<file path="src/common/pdpwm_params.svh">
// Purpose: register offsets, field positions and reset values for pdpwm
// Assumes: included by bare name from the design files
// Notes:   definitions only
`ifndef PDPWM_PARAMS_SVH
`define PDPWM_PARAMS_SVH
// register offsets, channel 0 then channel 1 (stride 3)
`define PDPWM_OFF_CTRL0    4'h0
`define PDPWM_OFF_DUTYL0   4'h1
`define PDPWM_OFF_DUTYH0   4'h2
`define PDPWM_CH_STRIDE    4'h3
`define PDPWM_OFF_STANDBY  4'h6
`define PDPWM_OFF_STATUS   4'h7
// control field positions
`define PDPWM_CKS_LSB      0
`define PDPWM_FMT_BIT      2
// reset values
`define PDPWM_CKS_RST      2'h0
`define PDPWM_FMT_RST      1'h0
`define PDPWM_DUTY_RST     10'h000
// read values
`define PDPWM_CTRL_RDVAL   8'hff
`define PDPWM_UNMAP_RDVAL  8'h00
// timing: periods in system clocks per clock select
`define PDPWM_PERIOD_CKS0  512
`define PDPWM_PERIOD_CKS3  4096
`endif

</file>
<file path="src/common/pdpwm_pkg.sv">
// Purpose: shared types for pdpwm
// Assumes: nothing
// Notes:   constants live in pdpwm_params.svh
package pdpwm_pkg;
  // clock select codes
  typedef enum logic [1:0] {
    PDPWM_CKS_DIV1 = 2'h0,
    PDPWM_CKS_DIV2 = 2'h1,
    PDPWM_CKS_DIV4 = 2'h2,
    PDPWM_CKS_DIV8 = 2'h3
  } pdpwm_cks_e;
  // register bus data
  typedef logic [7:0] pdpwm_byte_t;
endpackage

</file>
<file path="src/logic/pdpwm_chan.sv">
// Purpose: one pulse-division modulator channel
// Assumes: clk_i 100 MHz, inputs synchronous to clk_i
// Notes:   output high iff bit-reversed position is below the duty value; divide-by-1 compares rev[8:0] with duty_i[9:1]
`timescale 1ns/1ps
`default_nettype none
module pdpwm_chan #(
  parameter int DUTY_W = 10
) (
  // clock, reset, enable
  input  wire logic              clk_i,
  input  wire logic              rst_b_i,
  input  wire logic              ce_i,
  // configuration
  input  wire logic              standby_i,
  input  wire pdpwm_pkg::pdpwm_cks_e cks_i,
  input  wire logic              fmt_i,
  input  wire logic [DUTY_W-1:0] duty_i,
  // output
  output logic                   pwm_o,
  output logic [DUTY_W-1:0]      pos_o
);
  logic [2:0]        pre;       // prescaler for divided clocks
  logic [DUTY_W-1:0] pos;       // position within conversion period
  logic              pwm;       // registered output level
  logic [2:0]        next_pre;
  logic [DUTY_W-1:0] next_pos;
  logic              next_pwm;
  logic [DUTY_W-1:0] rev;       // bit-reversed position
  logic [2:0]        limit;     // last prescaler count
  logic              tick;      // one step of the input clock

  // bit reversal spreads high time into many short pulses
  for (genvar i = 0; i < DUTY_W; i++) begin : g_rev
    assign rev[i] = pos[DUTY_W-1-i];
  end

  // next state of prescaler, position and output
  always_comb begin
    unique case (cks_i)
      pdpwm_pkg::PDPWM_CKS_DIV1: limit = 3'h0;
      pdpwm_pkg::PDPWM_CKS_DIV2: limit = 3'h0;
      pdpwm_pkg::PDPWM_CKS_DIV4: limit = 3'h1;
      pdpwm_pkg::PDPWM_CKS_DIV8: limit = 3'h3;
    endcase
    tick     = (pre >= limit);
    next_pre = tick ? 3'h0 : pre + 3'h1;
    next_pos = pos;
    if (tick) begin
      // divide-by-1 covers two half-clock steps per clock
      next_pos = pos + ((cks_i == pdpwm_pkg::PDPWM_CKS_DIV1) ?
                 DUTY_W'(2) : DUTY_W'(1));
    end
    if (cks_i == pdpwm_pkg::PDPWM_CKS_DIV1) begin
      next_pwm = (rev[DUTY_W-2:0] < duty_i[DUTY_W-1:1]);
    end else begin
      next_pwm = (rev < duty_i);
    end
    // standby or event-counter format stops this channel
    if (standby_i || fmt_i) begin
      next_pre = 3'h0;
      next_pos = '0;
      next_pwm = 1'b0;
    end
  end

  // register state
  always_ff @(posedge clk_i) begin
    if (!rst_b_i) begin
      pre <= 3'h0;
      pos <= '0;
      pwm <= 1'b0;
    end else if (ce_i) begin
      pre <= next_pre;
      pos <= next_pos;
      pwm <= next_pwm;
    end
  end

  assign pwm_o = pwm;
  assign pos_o = pos;

  // zero duty never drives the pin high
  property p_zero_low;
    @(posedge clk_i) disable iff (!rst_b_i)
    (duty_i == '0) && $stable(duty_i) |=> !pwm_o;
  endproperty
  a_zero_low: assert property (p_zero_low)
    else $error("pwm high with zero duty");

  // standby forces the output low and parks the position
  property p_standby;
    @(posedge clk_i) disable iff (!rst_b_i)
    standby_i && ce_i |=> !pwm_o && (pos_o == '0);
  endproperty
  a_standby: assert property (p_standby)
    else $error("channel active during standby");

  // divide-by-1 steps two positions per clock
  property p_div1_step;
    @(posedge clk_i) disable iff (!rst_b_i)
    ce_i && !standby_i && !fmt_i &&
    cks_i == pdpwm_pkg::PDPWM_CKS_DIV1 |=>
    pos_o == DUTY_W'($past(pos_o) + DUTY_W'(2));
  endproperty
  a_div1_step: assert property (p_div1_step)
    else $error("divide-by-1 step wrong");

  // divide-by-8 holds each position for four clocks
  property p_div8_hold;
    @(posedge clk_i) disable iff (!rst_b_i)
    ce_i && !standby_i && !fmt_i && $changed(pos_o) &&
    cks_i == pdpwm_pkg::PDPWM_CKS_DIV8 && $stable(cks_i) ##1
    (ce_i && !standby_i && !fmt_i &&
    cks_i == pdpwm_pkg::PDPWM_CKS_DIV8) [*2] |=>
    pos_o == $past(pos_o, 3);
  endproperty
  a_div8_hold: assert property (p_div8_hold)
    else $error("divide-by-8 position moved early");
endmodule
`default_nettype wire

</file>
<file path="src/logic/pdpwm_top.sv">
// Purpose: two-channel 10-bit pulse-division modulator with register port
// Assumes: clk_i 100 MHz, synchronous active-low reset, inputs synchronous
// Notes:   control registers read as all ones; duty registers read back
//
// Our own choices: the register addresses and strobed register access.
`timescale 1ns/1ps
`default_nettype none
`include "pdpwm_params.svh"

// Summary of operation
// - two identical 10-bit channels, own control and pin
// - clock select picks divide 1, 2, 4, 8
// - clock select bits write-only, read as one
// - upper control bits read one, ignore writes
// - bit 2 picks output format, reads one
// - pulse division spreads high time across period
// - per-channel standby stops the modulator
module pdpwm_top #(
  parameter int NUM_CH = 2,
  parameter int DUTY_W = 10
) (
  // clock, reset, enable
  input  wire logic              clk_i,
  input  wire logic              rst_b_i,
  input  wire logic              ce_i,
  // register port
  input  wire logic [3:0]        addr_i,
  input  wire logic [7:0]        wdata_i,
  input  wire logic              wr_i,
  input  wire logic              rd_i,
  output logic [7:0]             rdata_o,
  // modulator pins
  output logic [NUM_CH-1:0]      pwm_o
);
  // elaboration check: the map holds two channels of 10 bits
  if (NUM_CH != 2 || DUTY_W != 10) begin : g_bad_param
    $error("pdpwm_top supports NUM_CH=2 and DUTY_W=10 only");
  end

  // per-channel configuration state
  pdpwm_pkg::pdpwm_cks_e       cks     [NUM_CH];
  logic [NUM_CH-1:0]           fmt;            // output format select
  logic [DUTY_W-1:0]           duty    [NUM_CH];
  logic [NUM_CH-1:0]           standby;        // module standby bits
  pdpwm_pkg::pdpwm_cks_e       next_cks[NUM_CH];
  logic [NUM_CH-1:0]           next_fmt;
  logic [DUTY_W-1:0]           next_duty[NUM_CH];
  logic [NUM_CH-1:0]           next_standby;
  // read path
  pdpwm_pkg::pdpwm_byte_t      rdata;          // registered read data
  pdpwm_pkg::pdpwm_byte_t      next_rdata;
  // channel state seen by status
  logic [NUM_CH-1:0]           pwm_lvl;
  logic [DUTY_W-1:0]           pos     [NUM_CH];

  // per-channel register decode and modulator
  for (genvar c = 0; c < NUM_CH; c++) begin : g_ch
    localparam logic [3:0] BASE = 4'(c * `PDPWM_CH_STRIDE);
    logic hit_ctrl;   // write to this channel's control
    logic hit_dl;     // write to duty low byte
    logic hit_dh;     // write to duty high bits

    assign hit_ctrl = wr_i && (addr_i == `PDPWM_OFF_CTRL0 + BASE);
    assign hit_dl   = wr_i && (addr_i == `PDPWM_OFF_DUTYL0 + BASE);
    assign hit_dh   = wr_i && (addr_i == `PDPWM_OFF_DUTYH0 + BASE);

    // next configuration from register writes
    always_comb begin
      next_cks[c]  = cks[c];
      next_fmt[c]  = fmt[c];
      next_duty[c] = duty[c];
      if (hit_ctrl) begin
        // bits 7..3 are dropped on purpose
        next_cks[c] = pdpwm_pkg::pdpwm_cks_e'(
                      wdata_i[`PDPWM_CKS_LSB +: 2]);
        next_fmt[c] = wdata_i[`PDPWM_FMT_BIT];
      end
      if (hit_dl) begin
        next_duty[c][7:0] = wdata_i;
      end
      if (hit_dh) begin
        next_duty[c][DUTY_W-1:8] = wdata_i[DUTY_W-9:0];
      end
    end

    // register configuration
    always_ff @(posedge clk_i) begin
      if (!rst_b_i) begin
        cks[c]  <= pdpwm_pkg::pdpwm_cks_e'(`PDPWM_CKS_RST);
        fmt[c]  <= `PDPWM_FMT_RST;
        duty[c] <= `PDPWM_DUTY_RST;
      end else if (ce_i) begin
        cks[c]  <= next_cks[c];
        fmt[c]  <= next_fmt[c];
        duty[c] <= next_duty[c];
      end
    end

    // independent modulator for this channel
    pdpwm_chan #(
      .DUTY_W (DUTY_W)
    ) u_chan (
      .clk_i     (clk_i),
      .rst_b_i   (rst_b_i),
      .ce_i      (ce_i),
      .standby_i (standby[c]),
      .cks_i     (cks[c]),
      .fmt_i     (fmt[c]),
      .duty_i    (duty[c]),
      .pwm_o     (pwm_lvl[c]),
      .pos_o     (pos[c])
    );
  end

  // next standby and read data
  always_comb begin
    next_standby = standby;
    if (wr_i && addr_i == `PDPWM_OFF_STANDBY) begin
      next_standby = wdata_i[NUM_CH-1:0];
    end
    next_rdata = rdata;
    if (rd_i) begin
      unique case (addr_i)
        // control reads all ones whatever was written
        `PDPWM_OFF_CTRL0,
        `PDPWM_OFF_CTRL0 + `PDPWM_CH_STRIDE:
          next_rdata = `PDPWM_CTRL_RDVAL;
        `PDPWM_OFF_DUTYL0:
          next_rdata = duty[0][7:0];
        `PDPWM_OFF_DUTYH0:
          next_rdata = {6'h00, duty[0][DUTY_W-1:8]};
        `PDPWM_OFF_DUTYL0 + `PDPWM_CH_STRIDE:
          next_rdata = duty[1][7:0];
        `PDPWM_OFF_DUTYH0 + `PDPWM_CH_STRIDE:
          next_rdata = {6'h00, duty[1][DUTY_W-1:8]};
        `PDPWM_OFF_STANDBY:
          next_rdata = {6'h00, standby};
        // live pin levels and period-start flags
        `PDPWM_OFF_STATUS:
          next_rdata = {4'h0, pos[1] == '0, pos[0] == '0, pwm_lvl};
        default:
          next_rdata = `PDPWM_UNMAP_RDVAL;
      endcase
    end
  end

  // register standby and read data
  always_ff @(posedge clk_i) begin
    if (!rst_b_i) begin
      standby <= '0;
      rdata   <= 8'h00;
    end else if (ce_i) begin
      standby <= next_standby;
      rdata   <= next_rdata;
    end
  end

  assign rdata_o = rdata;
  assign pwm_o   = pwm_lvl;

  // control read returns all ones the cycle after
  property p_ctrl_ones;
    @(posedge clk_i) disable iff (!rst_b_i)
    ce_i && rd_i && addr_i == `PDPWM_OFF_CTRL0 |=> rdata_o == 8'hff;
  endproperty
  a_ctrl_ones: assert property (p_ctrl_ones)
    else $error("control read not all ones");

  // second control read also all ones after a zero write
  property p_ctrl1_ones;
    @(posedge clk_i) disable iff (!rst_b_i)
    ce_i && wr_i && addr_i == 4'h3 && wdata_i == 8'h00 ##1
    ce_i && rd_i && addr_i == 4'h3 |=> rdata_o == 8'hff;
  endproperty
  a_ctrl1_ones: assert property (p_ctrl1_ones)
    else $error("upper control bits not read as one");

  // format bit is stored though it reads as one
  property p_fmt_store;
    @(posedge clk_i) disable iff (!rst_b_i)
    ce_i && wr_i && addr_i == `PDPWM_OFF_CTRL0 |=>
    fmt[0] == $past(wdata_i[2]) && cks[0] == $past(wdata_i[1:0]);
  endproperty
  a_fmt_store: assert property (p_fmt_store)
    else $error("control write not stored");

  // duty low write reads back two cycles later
  property p_duty_rb;
    @(posedge clk_i) disable iff (!rst_b_i)
    ce_i && wr_i && addr_i == 4'h4 ##1 ce_i && rd_i && addr_i == 4'h4
    |=> rdata_o == $past(wdata_i, 2);
  endproperty
  a_duty_rb: assert property (p_duty_rb)
    else $error("channel 1 duty readback wrong");

  // standby write lands in the standby bits
  property p_stby_store;
    @(posedge clk_i) disable iff (!rst_b_i)
    ce_i && wr_i && addr_i == `PDPWM_OFF_STANDBY |=>
    standby == $past(wdata_i[NUM_CH-1:0]);
  endproperty
  a_stby_store: assert property (p_stby_store)
    else $error("standby write not stored");

  // event-counter format holds channel 0 low
  property p_fmt1_low;
    @(posedge clk_i) disable iff (!rst_b_i)
    ce_i && fmt[0] |=> !pwm_o[0];
  endproperty
  a_fmt1_low: assert property (p_fmt1_low)
    else $error("channel 0 active in event-counter format");

  // channel 1 clock select moves only on its control write
  property p_cks_hold;
    @(posedge clk_i) disable iff (!rst_b_i)
    !(ce_i && wr_i && addr_i == `PDPWM_OFF_CTRL0 + `PDPWM_CH_STRIDE)
    |=> $stable(cks[1]);
  endproperty
  a_cks_hold: assert property (p_cks_hold)
    else $error("channel 1 clock select changed unwritten");

  // duty values move only on a register write
  property p_duty_hold;
    @(posedge clk_i) disable iff (!rst_b_i)
    !(ce_i && wr_i) |=> $stable(duty[0]) && $stable(duty[1]);
  endproperty
  a_duty_hold: assert property (p_duty_hold)
    else $error("duty changed without a write");
endmodule
`default_nettype wire

</file>
<file path="config.mk">
export PLATFORM = sky130hd
export DESIGN_NAME = pdpwm_top
export DESIGN_NICKNAME = d
export VERILOG_FILES = /design/src/common/pdpwm_pkg.sv /design/src/logic/pdpwm_chan.sv /design/src/logic/pdpwm_top.sv
export VERILOG_INCLUDE_DIRS = /design/src /design/src/common
export SDC_FILE = /design/constraint.sdc
export NUM_CORES = 1
export LEC_CHECK = 0
export BUFFER_PORTS_ARGS = -buffer_cell sky130_fd_sc_hd__buf_4
export CAP_MARGIN = 20
export CELL_PAD_IN_SITES_DETAIL_PLACEMENT = 1
export CELL_PAD_IN_SITES_GLOBAL_PLACEMENT = 1
export CORE_ASPECT_RATIO = 1.4
export CORE_MARGIN = 2
export CORE_UTILIZATION = 49
export CTS_BUF_LIST = sky130_fd_sc_hd__clkbuf_8
export DETAILED_ROUTE_END_ITERATION = 8
export GPL_ROUTABILITY_DRIVEN = 1
export GPL_TIMING_DRIVEN = 0
export PLACE_DENSITY_LB_ADDON = 0.1
export SYNTH_ARGS = -nofsm -noshare
export SYNTH_HDL_FRONTEND = slang
export SYNTH_SLANG_ARGS = --single-unit
</file>
<file path="constraint.sdc">
create_clock -name clk_i -period 2.5 [get_ports clk_i]
set_clock_uncertainty 0.1 [all_clocks]
set_input_delay 0.375 -clock clk_i [delete_from_list [all_inputs] [get_ports clk_i]]
set_output_delay 0.375 -clock clk_i [all_outputs]
set_load 0.05 [all_outputs]
</file>
==> run_results.csv <==
group,metric,value,unit
synth,synthCells,424,
synth,synth.distinct_cells,55,
synth,netlist_area,3890,um2
global_routing,grt_overflow,0,
final_layout,final_nets,524,
sta,rsz0062_at_grt,"false",
synth,async_flop_share,0,%
final_layout,instances_no_fill,566,
critical_path,arrival,2.27,ns
placement,dpl.cell_count,550,
power_and_ir_drop,powerDensity,552,nW/um2
flow_run,cap_violations,0,
clocking,post-cts-setup-buffer-count,0,
power_and_ir_drop,ir_drop,399,uV
final_layout,syn2layout_area_growth,12.4,%
final_layout,antennaDiodeCount,0,
sta,setup_viol,0,
clocking,path_clk_slew,0.07,ns
sta,fmax,468,MHz
sta,slew_headroom,47.0,%
critical_path,crit_start,"cks[0][1]",
min_path,hold_depth,3,
critical_path,crit_required,2.63,ns
final_layout,layout-drive-gt1-share,11.6,%
die,start_util,50.5,%
power_and_ir_drop,combPwrFrac,18.0,%
die,dieArea,8670,um2
die,rows,38,
critical_path,r2r-start,"cks[0][1]",
power_and_ir_drop,power_frac_seq,49.4,%
clocking,cts_tree,"done",
placement,place_area,4200,um2
placement,hpwl,8320,um
sta,worst_pin_slew,0.788,ns
die,core-area,7700,um2
final_layout,fin_area,4370,um2
power_and_ir_drop,p_int,1.68,mW
critical_path,worstPathMaxFanout,4,
min_path,hold_class,"in -> reg",
placement,gp_congestion,0.833,
clocking,cts.sinks,64,
sta,min_period,2.14,ns
global_routing,grt_pass1_wl,17700,um
detailed_routing,wl_per_cell,18.8,um
sta,holdWs,0.212,ns
detailed_routing,finalWirelength,10700,um
detailed_routing,vias_per_cell,5.83,
sta,finalMaxSlewViolations,0,
final_layout,final_util,56.7,%
clocking,clk-insertion-delay-late,0.36,ns
detailed_routing,route.vias.total,3301,
min_path,hp-start,"wdata_i[1]",
global_routing,grt_usage,27.1,%
clocking,cts_buffer_depth,2,
power_and_ir_drop,clock_power_share,32.6,%
synth,synth_edf_count,24,
global_routing,antenna_found_initial,0,
critical_path,rr_worst_depth,8,
synth,yosys_register_bits,64,
clocking,cts-root-buf,"clkbuf_8",
clocking,holdBufCountCts,0,
detailed_routing,final_antenna_net_count,0,
global_routing,first_global_vias,3519,
critical_path,crit_type,"reg -> reg",
die,die_height,109,um
clocking,htreeDepth,3,
synth,seq_area_frac_synth,39.2,%
clocking,cts.repair.resized,0,
synth,ys_warn_count,0,
power_and_ir_drop,p_leak,1.89,nW
sta,timing.final.hold_violations,0,
power_and_ir_drop,netSwitchingFraction,30.4,%
critical_path,cp-start-kind,"flip-flop",
status,outcome,"finished clean",
synth,synth-main-ff-cell,"dfxtp_1",
die,die_w,79.3,um
detailed_routing,route.detailed.drc,0,
critical_path,cp-end-kind,"flip-flop",
global_routing,grt_max_degree,11,
die,io_pins,27,
clocking,numCtsBuffers,9,
synth,syn_area_per_cell,9.17,um2
power_and_ir_drop,p_switching,0.734,mW
synth,syn_nets,487,
detailed_routing,first_iter_violations,142,
sta,timing.final.crit_share,85.4,%
detailed_routing,dr.pass1.iters,4,
placement,portBuffers,24,
sta,finalSetupTns,0,ns
final_layout,fillers,955,
==> per-layer routing <==
layer	share of wire (%)	global-route usage [%]
met1	41	30.8
met2	53	49.0
met3	3.5	5.17
met4	2.9	12.4
met5	0	0
==> power by group through the flow <==
stage | combinational (mW) | clock [mW] | sequential (mW)
finish | 0.435 | 0.787 | 1.19
floorplan | 0.282 | 0 | 1.21
global placement | 0.407 | 0 | 1.21
CTS | 0.438 | 0.807 | 1.19
global route | 0.488 | 0.836 | 1.20
detailed placement | 0.431 | 0 | 1.21
==> Yosys cell counts (11+ instances only) <==
library cell / instances / area [um2]
a21oi_1: 19 / 95.1
xnor2_1: 13 / 114
inv_1: 26 / 97.6
nand3_1: 13 / 65.1
edfxtp_1: 24 / 721
nand4_1: 12 / 75.1
o21ai_0: 23 / 115
nor2_1: 40 / 150
ha_1: 44 / 551
nor2b_1: 11 / 68.8
dfxtp_1: 40 / 801
clkbuf_1: 11 / 41.3
nand2_1: 32 / 120
and3_1: 13 / 81.3
==> final timing paths <==
check	endpoint	slack [ns]
max	g_ch[0].u_chan.pos_o[5]	0.36
min	standby[1]	0.21
max reg2reg	g_ch[0].u_chan.pos_o[5]	0.36
min reg2reg	rdata_o[6]	0.37
==> critical path, cell delays in order, from the launching register on <==
cell and delay, ns:
edfxtp_1 0.42, or2_2 0.37, inv_1 0.13, ha_1 0.16, a21o_1 0.11, nand2_1 0.12
nor4b_1 0.39, xnor2_1 0.16, nor2_1 0.05
==> area by class of cell <==
class | count | area (um2) | area share [%]
well taps | 100 | 125 | 2.86
clock buffers | 10 | 138 | 3.15
multi-input cells | 315 | 2180 | 50.0
repair buffers | 26 | 190 | 4.35
clock inverters | 6 | 28.8 | 0.659
flip-flops and latches | 64 | 1520 | 34.8
inverters | 27 | 101 | 2.32
plain buffers | 18 | 81.3 | 1.86
==> kinds of logic (layout without fill, tap and decap cells) <==
logic type                 count (synthesis)  after routing  synth area share (%)
DFF                                       64             64                  39.2
xor gates and xnor gates                  16             16                  3.61
and+or+nand+nor                          162            162                  21.5
muxes                                      6              6                  1.55
adders and majority gates                 46             46                  15.2
AOI/OAI and AO/OA                         85             85                  14.3
buffers and inverters                     45             87                  4.70
==> flip-flops by register name, summed over array words and instances, names as in the netlist <==
name               flops
standby                2
fmt                    2
duty                  20
g_ch.u_chan.pre        6
cks                    4
rdata_o                8
g_ch.u_chan.pos_o     20
g_ch.u_chan.pwm_o      2
==> per-stage QoR <==
stage,setup WS [ns],power (mW)
after floorplan,0.365,1.49
after global placement,-0.257,1.62
after detailed placement,0.00303,1.64
after CTS,0.354,2.43
after global routing,0.216,2.52
final,0.364,2.41
==> cell usage in the layout (no fill, tap or decap), types with 12 or more instances in the layout <==
cell / count
a21oi_1: 19
dfxtp_1: 40
nand3_1: 13
o21ai_0: 23
nand4_1: 12
nor2_1: 40
nand2_1: 32
and3_1: 13
xnor2_1: 13
buf_4: 26
ha_1: 44
edfxtp_1: 24
inv_1: 29
Power figures use the tool's default switching activity.
